## src/core/lpwc_defines.vh

```
// Purpose: constants for the low-power wake controller
// Assumes: 16-bit vector addresses, one core clock
// Notes:   vector values name the high byte of each pair
`ifndef LPWC_DEFINES_VH
`define LPWC_DEFINES_VH
`define LPWC_VEC_RESET    16'hfffe
`define LPWC_VEC_BREAK    16'hfffc
`define LPWC_VEC_LINE1    16'hfffa
`define LPWC_VEC_CLKGEN   16'hfff8
`define LPWC_VEC_DMA      16'hfff6
`define LPWC_VEC_TCH0     16'hfff4
`define LPWC_VEC_TCH1     16'hfff2
`define LPWC_VEC_TCH2     16'hfff0
`define LPWC_VEC_TCH3     16'hffee
`define LPWC_VEC_TOVF     16'hffec
`define LPWC_VEC_SRX      16'hffea
`define LPWC_VEC_STX      16'hffe8
`define LPWC_VEC_AERR     16'hffe6
`define LPWC_VEC_ARX      16'hffe4
`define LPWC_VEC_ATX      16'hffe2
`define LPWC_VEC_LINE2    16'hffe0
`define LPWC_VEC_KEYPAD   16'hffde
`define LPWC_REC_LONG     13'h1000
`define LPWC_REC_SHORT    13'h0020
`define LPWC_ST_RUN       2'h0
`define LPWC_ST_WAIT      2'h1
`define LPWC_ST_STOP      2'h2
`define LPWC_ST_RECOVER   2'h3
`endif

```

## src/core/lpwc_top.v

```verilog
// Purpose: wait/stop mode control, wake selection and stop recovery
// Assumes: crystal clock edge arrives as an async pin, synchronised here
// Notes:   clock gates are enables for the clock tree, all registered
// Functional notes
// [RULE1] DMA keeps running in wait when its wait enable is set
// [RULE2] Without wait enable, wait suspends DMA; resume on exit if priority
// [RULE3] Stop suspends DMA; interrupt exit resumes if priority, reset aborts
// [RULE4] Software finishes DMA and clears channel enables, or clears mask
// [RULE5] External interrupt lines stay live and wake from wait or stop
// [RULE6] Keypad unit stays live and wakes from wait or stop when unmasked
// [RULE7] Enabled undervoltage monitor runs in low power; its reset wakes
// [RULE8] Serial units and timer run in wait; their interrupts wake wait
// [RULE9] Async serial unit halts in stop, keeps registers, resumes after
// [RULE10] SPI halts in stop; resumes on interrupt, reset on reset exit
// [RULE11] Timer freezes in stop and resumes on interrupt exit
// [RULE12] Pin, watchdog or undervoltage reset ends wait with reset vector
// [RULE13] External line or keypad edge wakes with its own vector
// [RULE14] Break interrupt ends wait or stop with break vector
// [RULE15] Clock generator and DMA interrupts wake wait with their vectors
// [RULE16] Timer interrupts wake wait with overflow and channel vectors
// [RULE17] SPI transmit and receive interrupts wake wait with vectors
// [RULE18] Async serial transmit, receive, error interrupts wake wait
// [RULE19] Only reset, edge, undervoltage or break ends stop
// [RULE20] Recovery counter holds clocks for crystal cycles after stop wake
// [RULE21] Build option picks 4096 or 32 crystal cycle recovery
// [RULE22] Wait gates CPU clock only; stop gates CPU and bus clocks
// [RULE23] Entry clears interrupt mask; reset exit sets it again
// [RULE24] Stop disables clock generator and falls back to crystal/2
`timescale 1ns/1ps
`default_nettype none
`include "lpwc_defines.vh"
module lpwc_top #(
  parameter        LONG_RECOVERY = 1,
  parameter [12:0] REC_LONG      = `LPWC_REC_LONG,
  parameter [12:0] REC_SHORT     = `LPWC_REC_SHORT
) (
  // Clock and reset
  input  wire        CORE_CLK,
  input  wire        NRST,
  // CPU requests, one-cycle pulses
  input  wire        WAIT_REQ,
  input  wire        STOP_REQ,
  input  wire        VEC_ACK,
  // Reset sources, async levels, active low pin
  input  wire        RST_PIN_N,
  input  wire        WDOG_TIMEOUT,
  input  wire        UV_TRIP,
  input  wire        UV_ENABLE,
  input  wire        UV_RESET_ENABLE,
  // External and keypad pins, async, active low
  input  wire        EXT_INT_LINE_ONE_N,
  input  wire        EXT_INT_LINE_TWO_N,
  input  wire        KEYPAD_N,
  input  wire        EXT_LINE_ONE_MASK,
  input  wire        EXT_LINE_TWO_MASK,
  input  wire        KEYPAD_INT_MASK,
  // Internal interrupt requests, enabled levels
  input  wire        BREAK_INT,
  input  wire        CLKGEN_INT,
  input  wire        DMA_INT,
  input  wire [4:0]  TIMER_INT,
  input  wire [1:0]  SPI_INT,
  input  wire [2:0]  ASYNC_INT,
  // DMA control
  input  wire        DMA_WAIT_ENABLE,
  input  wire        DMA_PRIORITY_BIT,
  input  wire        DMA_BUSY,
  // Clock generator state
  input  wire        CRYSTAL_CLOCK,
  input  wire        LOOP_CLK_SELECTED,
  // Outputs
  output reg         CPU_CLK_EN,
  output reg         BUS_CLK_EN,
  output reg         CLKGEN_ENABLE,
  output reg         FORCE_XTAL_DIV2,
  output reg         DMA_RUN,
  output reg         DMA_ABORT,
  output reg         PERIPH_RUN,
  output reg         SPI_RESET,
  output reg         INT_MASK,
  output reg         VEC_VALID,
  output reg  [15:0] VEC_ADDR,
  output reg  [1:0]  MODE
);

  reg [1:0]  state_ff;
  reg [1:0]  nxt_state;
  reg [12:0] rec_cnt_ff;
  reg [12:0] nxt_rec_cnt;
  reg        dma_resume_ff;
  reg        nxt_dma_resume;
  reg        pend_reset_ff;
  reg [15:0] nxt_vec;
  reg        nxt_vec_valid;
  reg [6:0]  s1_ff;
  reg [6:0]  s2_ff;
  reg [6:0]  s3_ff;

  wire rst_pin  = s2_ff[0];
  wire wdog     = s2_ff[1];
  wire uv       = s2_ff[2];
  wire line1    = s2_ff[3];
  wire line2    = s2_ff[4];
  wire keypad   = s2_ff[5];
  wire xtal     = s2_ff[6];
  wire xtal_rise = xtal & ~s3_ff[6];
  // Falling pin edges, pins seen inverted after sync
  wire e1 = line1 & ~s3_ff[3] & ~EXT_LINE_ONE_MASK;          // [RULE5] [RULE13]
  wire e2 = line2 & ~s3_ff[4] & ~EXT_LINE_TWO_MASK;          // [RULE5] [RULE13]
  wire ek = keypad & ~s3_ff[5] & ~KEYPAD_INT_MASK;           // [RULE6] [RULE13]
  wire uv_rst = uv & UV_ENABLE & UV_RESET_ENABLE;            // [RULE7]
  wire any_rst = rst_pin | wdog | uv_rst;                    // [RULE12]
  wire stop_rst = rst_pin | uv_rst;                          // [RULE19]
  wire ext_edge = e1 | e2 | ek;
  // Peripheral requests count in wait only; their clock is off in stop
  wire periph_int = CLKGEN_INT | DMA_INT | (|TIMER_INT) |
                    (|SPI_INT) | (|ASYNC_INT);               // [RULE8]
  wire wait_int   = ext_edge | BREAK_INT | periph_int;       // [RULE8]
  wire stop_wake = stop_rst | ext_edge | BREAK_INT;          // [RULE19]
  wire [12:0] rec_len = LONG_RECOVERY ? REC_LONG : REC_SHORT; // [RULE21]
  // Mode transitions shared by several registers
  wire enter_low = (state_ff == `LPWC_ST_RUN) & (WAIT_REQ | STOP_REQ);
  wire wait_rst  = (state_ff == `LPWC_ST_WAIT) & any_rst;
  wire rec_done  = (state_ff == `LPWC_ST_RECOVER) &
                   (nxt_state == `LPWC_ST_RUN);

  // Fixed priority, reset first, then highest vector address
  function [15:0] pick_vec;
    input rst;
    input in_wait;
    begin
      if (rst)                          pick_vec = `LPWC_VEC_RESET;  // [RULE12]
      else if (BREAK_INT)               pick_vec = `LPWC_VEC_BREAK;  // [RULE14]
      else if (e1)                      pick_vec = `LPWC_VEC_LINE1;
      else if (in_wait & CLKGEN_INT)    pick_vec = `LPWC_VEC_CLKGEN; // [RULE15]
      else if (in_wait & DMA_INT)       pick_vec = `LPWC_VEC_DMA;    // [RULE15]
      else if (in_wait & TIMER_INT[0])  pick_vec = `LPWC_VEC_TCH0;   // [RULE16]
      else if (in_wait & TIMER_INT[1])  pick_vec = `LPWC_VEC_TCH1;
      else if (in_wait & TIMER_INT[2])  pick_vec = `LPWC_VEC_TCH2;
      else if (in_wait & TIMER_INT[3])  pick_vec = `LPWC_VEC_TCH3;
      else if (in_wait & TIMER_INT[4])  pick_vec = `LPWC_VEC_TOVF;
      else if (in_wait & SPI_INT[1])    pick_vec = `LPWC_VEC_SRX;    // [RULE17]
      else if (in_wait & SPI_INT[0])    pick_vec = `LPWC_VEC_STX;    // [RULE17]
      else if (in_wait & ASYNC_INT[2])  pick_vec = `LPWC_VEC_AERR;   // [RULE18]
      else if (in_wait & ASYNC_INT[1])  pick_vec = `LPWC_VEC_ARX;    // [RULE18]
      else if (in_wait & ASYNC_INT[0])  pick_vec = `LPWC_VEC_ATX;    // [RULE18]
      else if (e2)                      pick_vec = `LPWC_VEC_LINE2;
      else                              pick_vec = `LPWC_VEC_KEYPAD;
    end
  endfunction

  // Bus clock and peripherals live in run and wait only
  function bus_live;
    input [1:0] st;
    begin
      bus_live = (st == `LPWC_ST_RUN) | (st == `LPWC_ST_WAIT);
    end
  endfunction

  always @* begin
    nxt_state      = state_ff;
    nxt_rec_cnt    = rec_cnt_ff;
    nxt_dma_resume = dma_resume_ff;
    nxt_vec        = VEC_ADDR;
    nxt_vec_valid  = VEC_VALID & ~VEC_ACK;
    case (state_ff)
      `LPWC_ST_RUN: begin
        if (STOP_REQ) begin
          nxt_state      = `LPWC_ST_STOP;
          nxt_dma_resume = DMA_BUSY;                         // [RULE3]
        end else if (WAIT_REQ) begin
          nxt_state      = `LPWC_ST_WAIT;
          nxt_dma_resume = DMA_BUSY & ~DMA_WAIT_ENABLE;      // [RULE2]
        end
      end
      `LPWC_ST_WAIT: begin
        if (any_rst | wait_int) begin                        // [RULE12] [RULE8]
          nxt_state     = `LPWC_ST_RUN;
          nxt_vec       = pick_vec(any_rst, 1'b1);
          nxt_vec_valid = 1'b1;
        end
      end
      `LPWC_ST_STOP: begin
        if (stop_wake) begin                                 // [RULE19]
          nxt_state   = `LPWC_ST_RECOVER;
          nxt_rec_cnt = rec_len;                             // [RULE20]
          nxt_vec     = pick_vec(stop_rst, 1'b0);
        end
      end
      `LPWC_ST_RECOVER: begin
        // Counts crystal edges only, so the core clock rate does not matter
        if (xtal_rise)
          nxt_rec_cnt = rec_cnt_ff - 13'h0001;               // [RULE20]
        if (rec_cnt_ff == 13'h0001 && xtal_rise) begin
          nxt_state     = `LPWC_ST_RUN;
          nxt_vec_valid = 1'b1;
        end
      end
      default: nxt_state = `LPWC_ST_RUN;
    endcase
  end

  // Third stage feeds the edge detectors only, never the first
  always @(posedge CORE_CLK or negedge NRST) begin
    if (!NRST) begin
      s1_ff <= 7'h00;
      s2_ff <= 7'h00;
      s3_ff <= 7'h00;
    end else begin
      s1_ff <= {CRYSTAL_CLOCK, ~KEYPAD_N, ~EXT_INT_LINE_TWO_N,
                ~EXT_INT_LINE_ONE_N, UV_TRIP, WDOG_TIMEOUT, ~RST_PIN_N};
      s2_ff <= s1_ff;
      s3_ff <= s2_ff;
    end
  end

  always @(posedge CORE_CLK or negedge NRST) begin
    if (!NRST) begin
      state_ff      <= `LPWC_ST_RUN;
      rec_cnt_ff    <= 13'h0000;
      dma_resume_ff <= 1'b0;
      pend_reset_ff <= 1'b0;
      MODE          <= `LPWC_ST_RUN;
    end else begin
      state_ff      <= nxt_state;
      rec_cnt_ff    <= nxt_rec_cnt;
      dma_resume_ff <= nxt_dma_resume;
      MODE          <= nxt_state;
      // Cleared on entry so a later wait exit never sees a stale reset
      if (enter_low)
        pend_reset_ff <= 1'b0;
      else if (state_ff == `LPWC_ST_STOP && stop_wake)
        pend_reset_ff <= stop_rst;
    end
  end

  // Vector handshake, held until the CPU acknowledges
  always @(posedge CORE_CLK or negedge NRST) begin
    if (!NRST) begin
      VEC_VALID <= 1'b0;
      VEC_ADDR  <= `LPWC_VEC_RESET;
    end else begin
      VEC_VALID <= nxt_vec_valid;
      VEC_ADDR  <= nxt_vec;
    end
  end

  // Clock tree enables
  always @(posedge CORE_CLK or negedge NRST) begin
    if (!NRST) begin
      CPU_CLK_EN      <= 1'b1;
      BUS_CLK_EN      <= 1'b1;
      CLKGEN_ENABLE   <= 1'b1;
      FORCE_XTAL_DIV2 <= 1'b0;
      PERIPH_RUN      <= 1'b1;
    end else begin
      // Wait keeps bus clock so peripherals run, and DMA when its wait enable is set
      CPU_CLK_EN    <= (nxt_state == `LPWC_ST_RUN);          // [RULE22]
      BUS_CLK_EN    <= bus_live(nxt_state);                  // [RULE22]
      CLKGEN_ENABLE <= (nxt_state != `LPWC_ST_STOP);         // [RULE24]
      // Sticky: the loop clock stays deselected after recovery
      if (state_ff == `LPWC_ST_RUN && STOP_REQ && LOOP_CLK_SELECTED)
        FORCE_XTAL_DIV2 <= 1'b1;                             // [RULE24]
      // Frozen in stop and recovery, registers kept by bus gate
      PERIPH_RUN    <= bus_live(nxt_state);     // [RULE9] [RULE11]
    end
  end

  // DMA run, abort and SPI reset
  always @(posedge CORE_CLK or negedge NRST) begin
    if (!NRST) begin
      DMA_RUN   <= 1'b1;
      DMA_ABORT <= 1'b0;
      SPI_RESET <= 1'b0;
    end else begin
      if (nxt_state == `LPWC_ST_WAIT)
        DMA_RUN <= DMA_WAIT_ENABLE;                          // [RULE1] [RULE2]
      else if (nxt_state == `LPWC_ST_STOP)
        DMA_RUN <= 1'b0;                                     // [RULE3]
      else if (nxt_state == `LPWC_ST_RUN && state_ff != `LPWC_ST_RUN)
        DMA_RUN <= ~dma_resume_ff | DMA_PRIORITY_BIT |
                   (rec_done & pend_reset_ff) | wait_rst;    // [RULE2] [RULE3]
      DMA_ABORT <= 1'b0;
      SPI_RESET <= 1'b0;
      if (rec_done && pend_reset_ff) begin
        DMA_ABORT <= dma_resume_ff;                          // [RULE3]
        SPI_RESET <= 1'b1;                                   // [RULE10]
      end
      // A reset in wait drops a suspended transfer as well
      if (wait_rst)
        DMA_ABORT <= dma_resume_ff;                          // [RULE12]
    end
  end

  // Interrupt mask, cleared on entry and set again by a reset exit
  always @(posedge CORE_CLK or negedge NRST) begin
    if (!NRST)
      INT_MASK <= 1'b1;
    else if (enter_low)
      INT_MASK <= 1'b0;                                      // [RULE23]
    else if (wait_rst || (rec_done && pend_reset_ff))
      INT_MASK <= 1'b1;                                      // [RULE23]
  end

endmodule // lpwc_top
`default_nettype wire

```

## config.mk

```make
export PLATFORM = sky130hd
export DESIGN_NAME = lpwc_top
export DESIGN_NICKNAME = d
export VERILOG_FILES = /design/src/core/lpwc_top.v
export VERILOG_INCLUDE_DIRS = /design/src /design/src/core
export SDC_FILE = /design/constraint.sdc
export NUM_CORES = 1
export LEC_CHECK = 0
export BUFFER_PORTS_ARGS = -buffer_cell sky130_fd_sc_hd__buf_4
export CORE_UTILIZATION = 54
export CTS_BUF_LIST = sky130_fd_sc_hd__clkbuf_4
export DETAILED_ROUTE_END_ITERATION = 8
export PLACE_DENSITY = 0.81
export SLEW_MARGIN = 20
export SYNTH_ARGS = -nofsm -noshare
export SYNTH_HDL_FRONTEND = slang
export SYNTH_SLANG_ARGS = --single-unit
```

## constraint.sdc

```tcl
create_clock -name CORE_CLK -period 3.85 [get_ports CORE_CLK]
set_clock_uncertainty 0.2 [all_clocks]
set_input_delay 0.77 -clock CORE_CLK [delete_from_list [all_inputs] [get_ports CORE_CLK]]
set_output_delay 0.77 -clock CORE_CLK [all_outputs]
set_load 0.1 [all_outputs]
```

# Word-level counts from Yosys, hierarchy flattened
# Index checks and enable logic that the tools add are counted.
[classes]
reduce_logical = 22
n_bitwise = 48
n_addsub = 1
eq_ne = 10
mux = 46
[op_table]
columns = ["operator", "n"]
rows = [
  ["two-way mux 16 bit", 9],
  ["two-way mux 6 bit", 12],
  ["one-hot mux 16 bit (2 select lines)", 1],
  ["two-way mux 13 bit", 2],
  ["one-hot mux 13 bit (2 select lines)", 1],
  ["bitwise OR 1 bit", 19],
  ["bitwise AND 1 bit", 15],
  ["two-way mux 1 bit", 14],
  ["inverter 1 bit", 14],
  ["equality test 13 x 1 -> 1 bit, second input constant", 1],
  ["subtractor 13 x 1 -> 13 bit, second input constant", 1],
  ["nonzero test 2 bit", 6],
  ["two-way mux 2 bit", 5],
  ["one-hot mux 2 bit (4 select lines)", 1],
  ["equality test 2 bit, second input constant", 3],
  ["logical AND 1 bit", 6],
  ["!= test 2 bit, second input constant", 3],
  ["AND reduction 3 bit", 2],
  ["OR reduction 5 bit", 1],
  ["equality test 2 x 1 -> 1 bit, second input constant", 2],
  ["zero test 2 bit", 2],
  ["nonzero test 3 bit", 1],
  ["OR reduction 3 bit", 1],
  ["!= test 2 x 1 -> 1 bit, second input constant", 1],
  ["other kinds (4)", 4],
]
[totals]
out_inout_bits = 28
in_bits = 34
regBits = 63

# Logic depth before layout (Yosys ltp)
[logic_depth]
depth_word = 21
depth_mapped = 13
mapped_depth_nobuf = 13

# Worst setup path before layout
# OpenSTA, ideal clock, no wires.
[synth_path]
kind = "input to register"
start = "input port DMA_INT"
end = "register DMA_RUN"
setup_ns = 0.084
path_slack_ns = 0.501
t_required_ns = 3.566
n_path_buf = 0
path_stages = 11
t_arrival_ns = 3.064
path_cell_list = "or4_1 -> nor4_1 -> nand3_1 -> a21oi_1 -> o21ai_0 -> ha_1 -> a21bo_2 -> o311ai_0 -> a311oi_1 -> a211oi_1 -> a21oi_1"
[synth_between]
elab_chain_cells = 16
word_cells_on_any_way = 20
cone_classes = "eq/ne: 2; mux: 5; bitwise: 10; reduce/logical: 3"
[synth_rtl]
columns = ["element", "line", "source"]
rows = [
  ["start: declaration", "lpwc_top.v:60", "input wire DMA_INT,"],
  ["bitwise OR 1 bit (*) (3 in a row)", "lpwc_top.v:116", "wire periph_int = CLKGEN_INT | DMA_INT | (|TIMER_INT) |"],
  ["bitwise OR 1 bit (*)", "lpwc_top.v:117", "(|SPI_INT) | (|ASYNC_INT);"],
  ["bitwise OR 1 bit (*)", "lpwc_top.v:118", "wire wait_int = ext_edge | BREAK_INT | periph_int;"],
  ["bitwise OR 1 bit (*)", "lpwc_top.v:177", "if (any_rst | wait_int) begin"],
  ["two-way mux 2 bit (*)", "lpwc_top.v:177", ""],
  ["one-hot mux 2 bit (4 select lines) (*)", "lpwc_top.v:166", "case (state_ff)"],
  ["zero test 2 bit (no line)", "--", ""],
  ["bitwise AND 1 bit", "lpwc_top.v:124", "wire rec_done = (state_ff == `LPWC_ST_RECOVER) &"],
  ["bitwise AND 1 bit", "lpwc_top.v:282", "(rec_done & pend_reset_ff) | wait_rst;"],
  ["bitwise OR 1 bit", "lpwc_top.v:281", "DMA_RUN <= ~dma_resume_ff | DMA_PRIORITY_BIT |"],
  ["bitwise OR 1 bit", "lpwc_top.v:282", ""],
  ["two-way mux 1 bit", "lpwc_top.v:280", "else if (nxt_state == `LPWC_ST_RUN && state_ff != `LPWC_ST_RUN)"],
  ["two-way mux 1 bit", "lpwc_top.v:278", "else if (nxt_state == `LPWC_ST_STOP)"],
  ["two-way mux 1 bit", "lpwc_top.v:276", "if (nxt_state == `LPWC_ST_WAIT)"],
  ["end signal: assignment", "lpwc_top.v:281", ""],
  ["end: declaration", "lpwc_top.v:76", "output reg DMA_RUN,"],
]
# Every way passes the cells marked *; elsewhere a longest branch is shown, timed or not. The select of a mux whose other input is x is not followed.
# A chain may end at the register's enable or synchronous reset.

# Worst setup path after layout
[layout_path]
start = "register rec_cnt_ff[6]"
end = "register DMA_RUN"
[layout_between]
elab_chain_cells = 12
word_cells_on_any_way = 16
cone_classes = "eq/ne: 3; mux: 5; bitwise: 4; reduce/logical: 4"
[layout_rtl]
columns = ["element", "line", "source"]
rows = [
  ["start: declaration", "lpwc_top.v:88", "reg [12:0] rec_cnt_ff;"],
  ["start signal: assignment", "lpwc_top.v:226", "rec_cnt_ff <= nxt_rec_cnt;"],
  ["equality test 13 x 1 -> 1 bit (*)", "lpwc_top.v:194", "if (rec_cnt_ff == 13'h0001 && xtal_rise) begin"],
  ["logical AND 1 bit (*)", "lpwc_top.v:194", ""],
  ["two-way mux 2 bit (*)", "lpwc_top.v:194", ""],
  ["one-hot mux 2 bit (4 select lines) (*)", "lpwc_top.v:166", ""],
  ["zero test 2 bit (no line)", "--", ""],
  ["bitwise AND 1 bit", "lpwc_top.v:124", ""],
  ["bitwise AND 1 bit", "lpwc_top.v:282", ""],
  ["bitwise OR 1 bit", "lpwc_top.v:281", ""],
  ["bitwise OR 1 bit", "lpwc_top.v:282", ""],
  ["two-way mux 1 bit", "lpwc_top.v:280", ""],
  ["two-way mux 1 bit", "lpwc_top.v:278", ""],
  ["two-way mux 1 bit", "lpwc_top.v:276", ""],
]
# Marked as above.

==> impl_metrics.toml <==
[layout]
fin_util = 0.681
nets = 315
area_delta_synth_final_pct = 18.6
drive_gt1_frac = 0.318
multi_input_area_sq_um = 966
seq_area_sq_um = 1240
antenna_cells = 0
fill_cells = 346

[critical_path]
worstPathRequired_ns = 3.96
critPathMaxFanout = 5
end_kind = "register"
cp-start-kind = "register"
rrSetupSlack_ns = 0.25
crit_arrival_ns = 3.71
worstSetupPathType = "register to register"

[placed_design]
gp_congestion = 0.831
io_buffers = 50
hpwl_um = 3250

[floorplanning]
dieArea_sq_um = 4610
ios = 62
row_count = 23
coreArea_sq_um = 4090
fp.dieW_um = 67.9
initial_utilization = 0.574
die_h_um = 67.9

[yosys]
yosysWarnings = 0
synth_area_leaders = "dfrtp_1, dfstp_2, nor2_1"
synth_largest_area_cell = "dfrtp_1"
synth_area_sq_um = 2350
yosysSeqAreaShare = 0.528
post_synth.cell_area_avg_sq_um = 10.4
ys_ff_latch = 49
synth_top_area_frac = 0.416
synth_cell_type_count = 47
synthFlopType = "dfrtp_1"
ys_async_sr_fraction = 1.00
synth-edff-count = 0
synthCells = 225

[sta]
max_slew_margin = 0.597
setup_viol = 0
min_period_ns = 3.60
worst_pin_slew_ns = 0.597
rsz0062_at_grt = "false"
hold_viol = 0
hold_ws_ns = 0.166
drv_slew = 0
setup-tns-final_ns = 0
final.period_utilization = 0.936
timing.fmax_ghz = 0.278

[pwr]
switching_share = 0.522
ir_worst_vdd_mv = 0.696
internal_power_mw = 1.13
powerDensity_nw_per_um2 = 846
combPwrFrac = 0.558
power_switching_mw = 1.23
p_clk_frac = 0.104
seqPwrFrac = 0.338
leakage_nw = 1.27

[grt]
grt_pass1_wl_um = 7240
grtUsageTotal = 0.215
grt_max_degree = 50
overflow = 0
grt_pass1_vias = 1623
antenna_found_initial = 0

[hold_path]
holdCritPathClass = "register to register"

[cts]
cts_buffers = 5
htree_levels = 2
cts_tree = "built"
ctsHoldBuffers = 0
clockBufferDepth = 2
clk_pin_slew_worst_paths_ns = 0.15
clk_latency_ns = 0.37
cts.sink_count = 49
postCtsSetupRepairBufs = 0
cts_root_buffer = "clkbuf_4"

[routing]
wl_per_cell_um = 13.6
vias = 1790
drc_errors = 0
firstDrtPassIters = 4
drt_iter0_drc = 85
drtAntennaViolNets = 0
finalWirelength_um = 4460
detail_route.vias_per_cell = 5.47

[run_status]
status = "finished clean"

[job]
drv_cap = 0
kinds of logic after synthesis:
group	Yosys count	synth area share
AO/OA/AOI/OAI	45	0.130
flip-flops	49	0.528
XOR/XNOR	8	0.0299
AND/OR/NAND/NOR	75	0.179
multiplexers	6	0.0288
adder cells (fa/ha/maj)	5	0.0267
buffers and inverters	35	0.0752
other	2	0.00320
final timing paths:
| kind | startpoint | to | cells after the start |
|---|---|---|---|
| min in group asynchronous | NRST | s3_ff[3]$_DFF_PN0_ | 1 |
| max in group asynchronous | NRST | state_ff[1]$_DFF_PN0_ | 1 |
| worst max register to register | rec_cnt_ff[6]$_DFFE_PN0P_ | DMA_RUN$_DFFE_PN1P_ | 11 |
| worst min-delay path | s1_ff[5]$_DFF_PN0_ | s2_ff[5]$_DFF_PN0_ | 0 |
| worst min register to register | s1_ff[5]$_DFF_PN0_ | s2_ff[5]$_DFF_PN0_ | 0 |
| worst max-delay path | rec_cnt_ff[6]$_DFFE_PN0P_ | DMA_RUN$_DFFE_PN1P_ | 11 |
cells in the final DEF (no fill, tap or decap), types with 3 or more instances in the layout:
cell / instances
a21oi_1: 10
nand2b_1: 7
dfrtp_1: 39
o21ai_0: 10
nor4_1: 7
nor3_1: 5
clkbuf_4: 5
xor2_1: 3
nor2b_1: 3
xnor2_1: 5
mux2_2: 6
nand2_1: 5
o211ai_1: 4
or3_1: 3
inv_1: 18
conb_1: 11
nand3_1: 5
buf_4: 52
nor2_1: 26
dfstp_2: 10
ha_1: 5
layer usage:
| layer | wire (um) | GRT usage | vias up | part of all wire |
|---|---|---|---|---|
| met5 | 0 | 0 | - | 0 |
| met4 | 60 | 0.0703 | 0 | 0.013 |
| met3 | 205 | 0.0583 | 6 | 0.046 |
| met2 | 2150 | 0.360 | 46 | 0.48 |
| met1 | 2040 | 0.267 | 869 | 0.46 |
| li1 | - | - | 869 | - |
cell type report:
type                            count  share of cell area
Sequential cell                    49               0.445
Timing Repair Buffer               52               0.140
Multi-Input combinational cell    150               0.347
Clock inverter                      3             0.00764
Clock buffer                        5              0.0135
Tap cell                           50              0.0225
Inverter                           18              0.0243
flip-flops by register name (all words and copies together) (netlist names):
name / cells
CLKGEN_ENABLE: 1
CPU_CLK_EN: 1
DMA_ABORT: 1
DMA_RUN: 1
FORCE_XTAL_DIV2: 1
INT_MASK: 1
PERIPH_RUN: 1
SPI_RESET: 1
VEC_ADDR: 5
VEC_VALID: 1
dma_resume_ff: 1
pend_reset_ff: 1
rec_cnt_ff: 13
s1_ff: 7
s2_ff: 7
s3_ff: 4
state_ff: 2
critical path, cell delays in order, from the launching register on:
cell and delay [ns]:
dfrtp_1 0.44, or4_4 0.56, or4_4 0.47, o211ai_1 0.31, nand2b_1 0.13, o21ai_1 0.22, ha_1 0.25, a21bo_2 0.14
o311ai_0 0.20, a311oi_1 0.39, a211oi_1 0.10, a21oi_1 0.13
per-stage QoR:
| step | std cells | total power [mW] | setup WS [ns] | area (sq um) |
|---|---|---|---|---|
| after floorplan | 234 | 1.86 | 0.501 | 2380 |
| after global placement | 319 | 2.09 | 0.147 | 2730 |
| after detailed placement | 319 | 2.12 | -0.0261 | 2730 |
| after CTS | 327 | 2.37 | 0.166 | 2780 |
| after global routing | 327 | 2.49 | 0.0221 | 2780 |
| final | 327 | 2.36 | 0.248 | 2780 |
cell usage after synthesis, types with 3 or more instances:
library cell and count:
nand2b_1 7, xor2_1 3, a21oi_1 10, or3_1 3, o211ai_1 4, dfstp_2 10, dfrtp_1 39, nor2_1 26
nand3_1 5, nor2b_1 3, xnor2_1 5, o21ai_0 11, ha_1 5, buf_4 12, nor4_1 7, clkbuf_1 4
mux2_2 6, nor3_1 5, nand2_1 5, inv_1 18
power by group through the flow:
stage	sequential, mW	combinational (mW)	clock (mW)
after global placement	0.806	1.29	0
after CTS	0.798	1.32	0.250
final	0.797	1.31	0.245
after global routing	0.816	1.40	0.271
after detailed placement	0.805	1.31	0
after floorplan	1.26	0.593	0
timing repair:
| action | CTS | global route |
|---|---|---|
| resized for setup | 0 | 1 |
| hold endpoints to repair | 0 | 0 |
| setup endpoints to repair | 0 | 1 |
No activity file was read; power rests on OpenSTA's default activity.
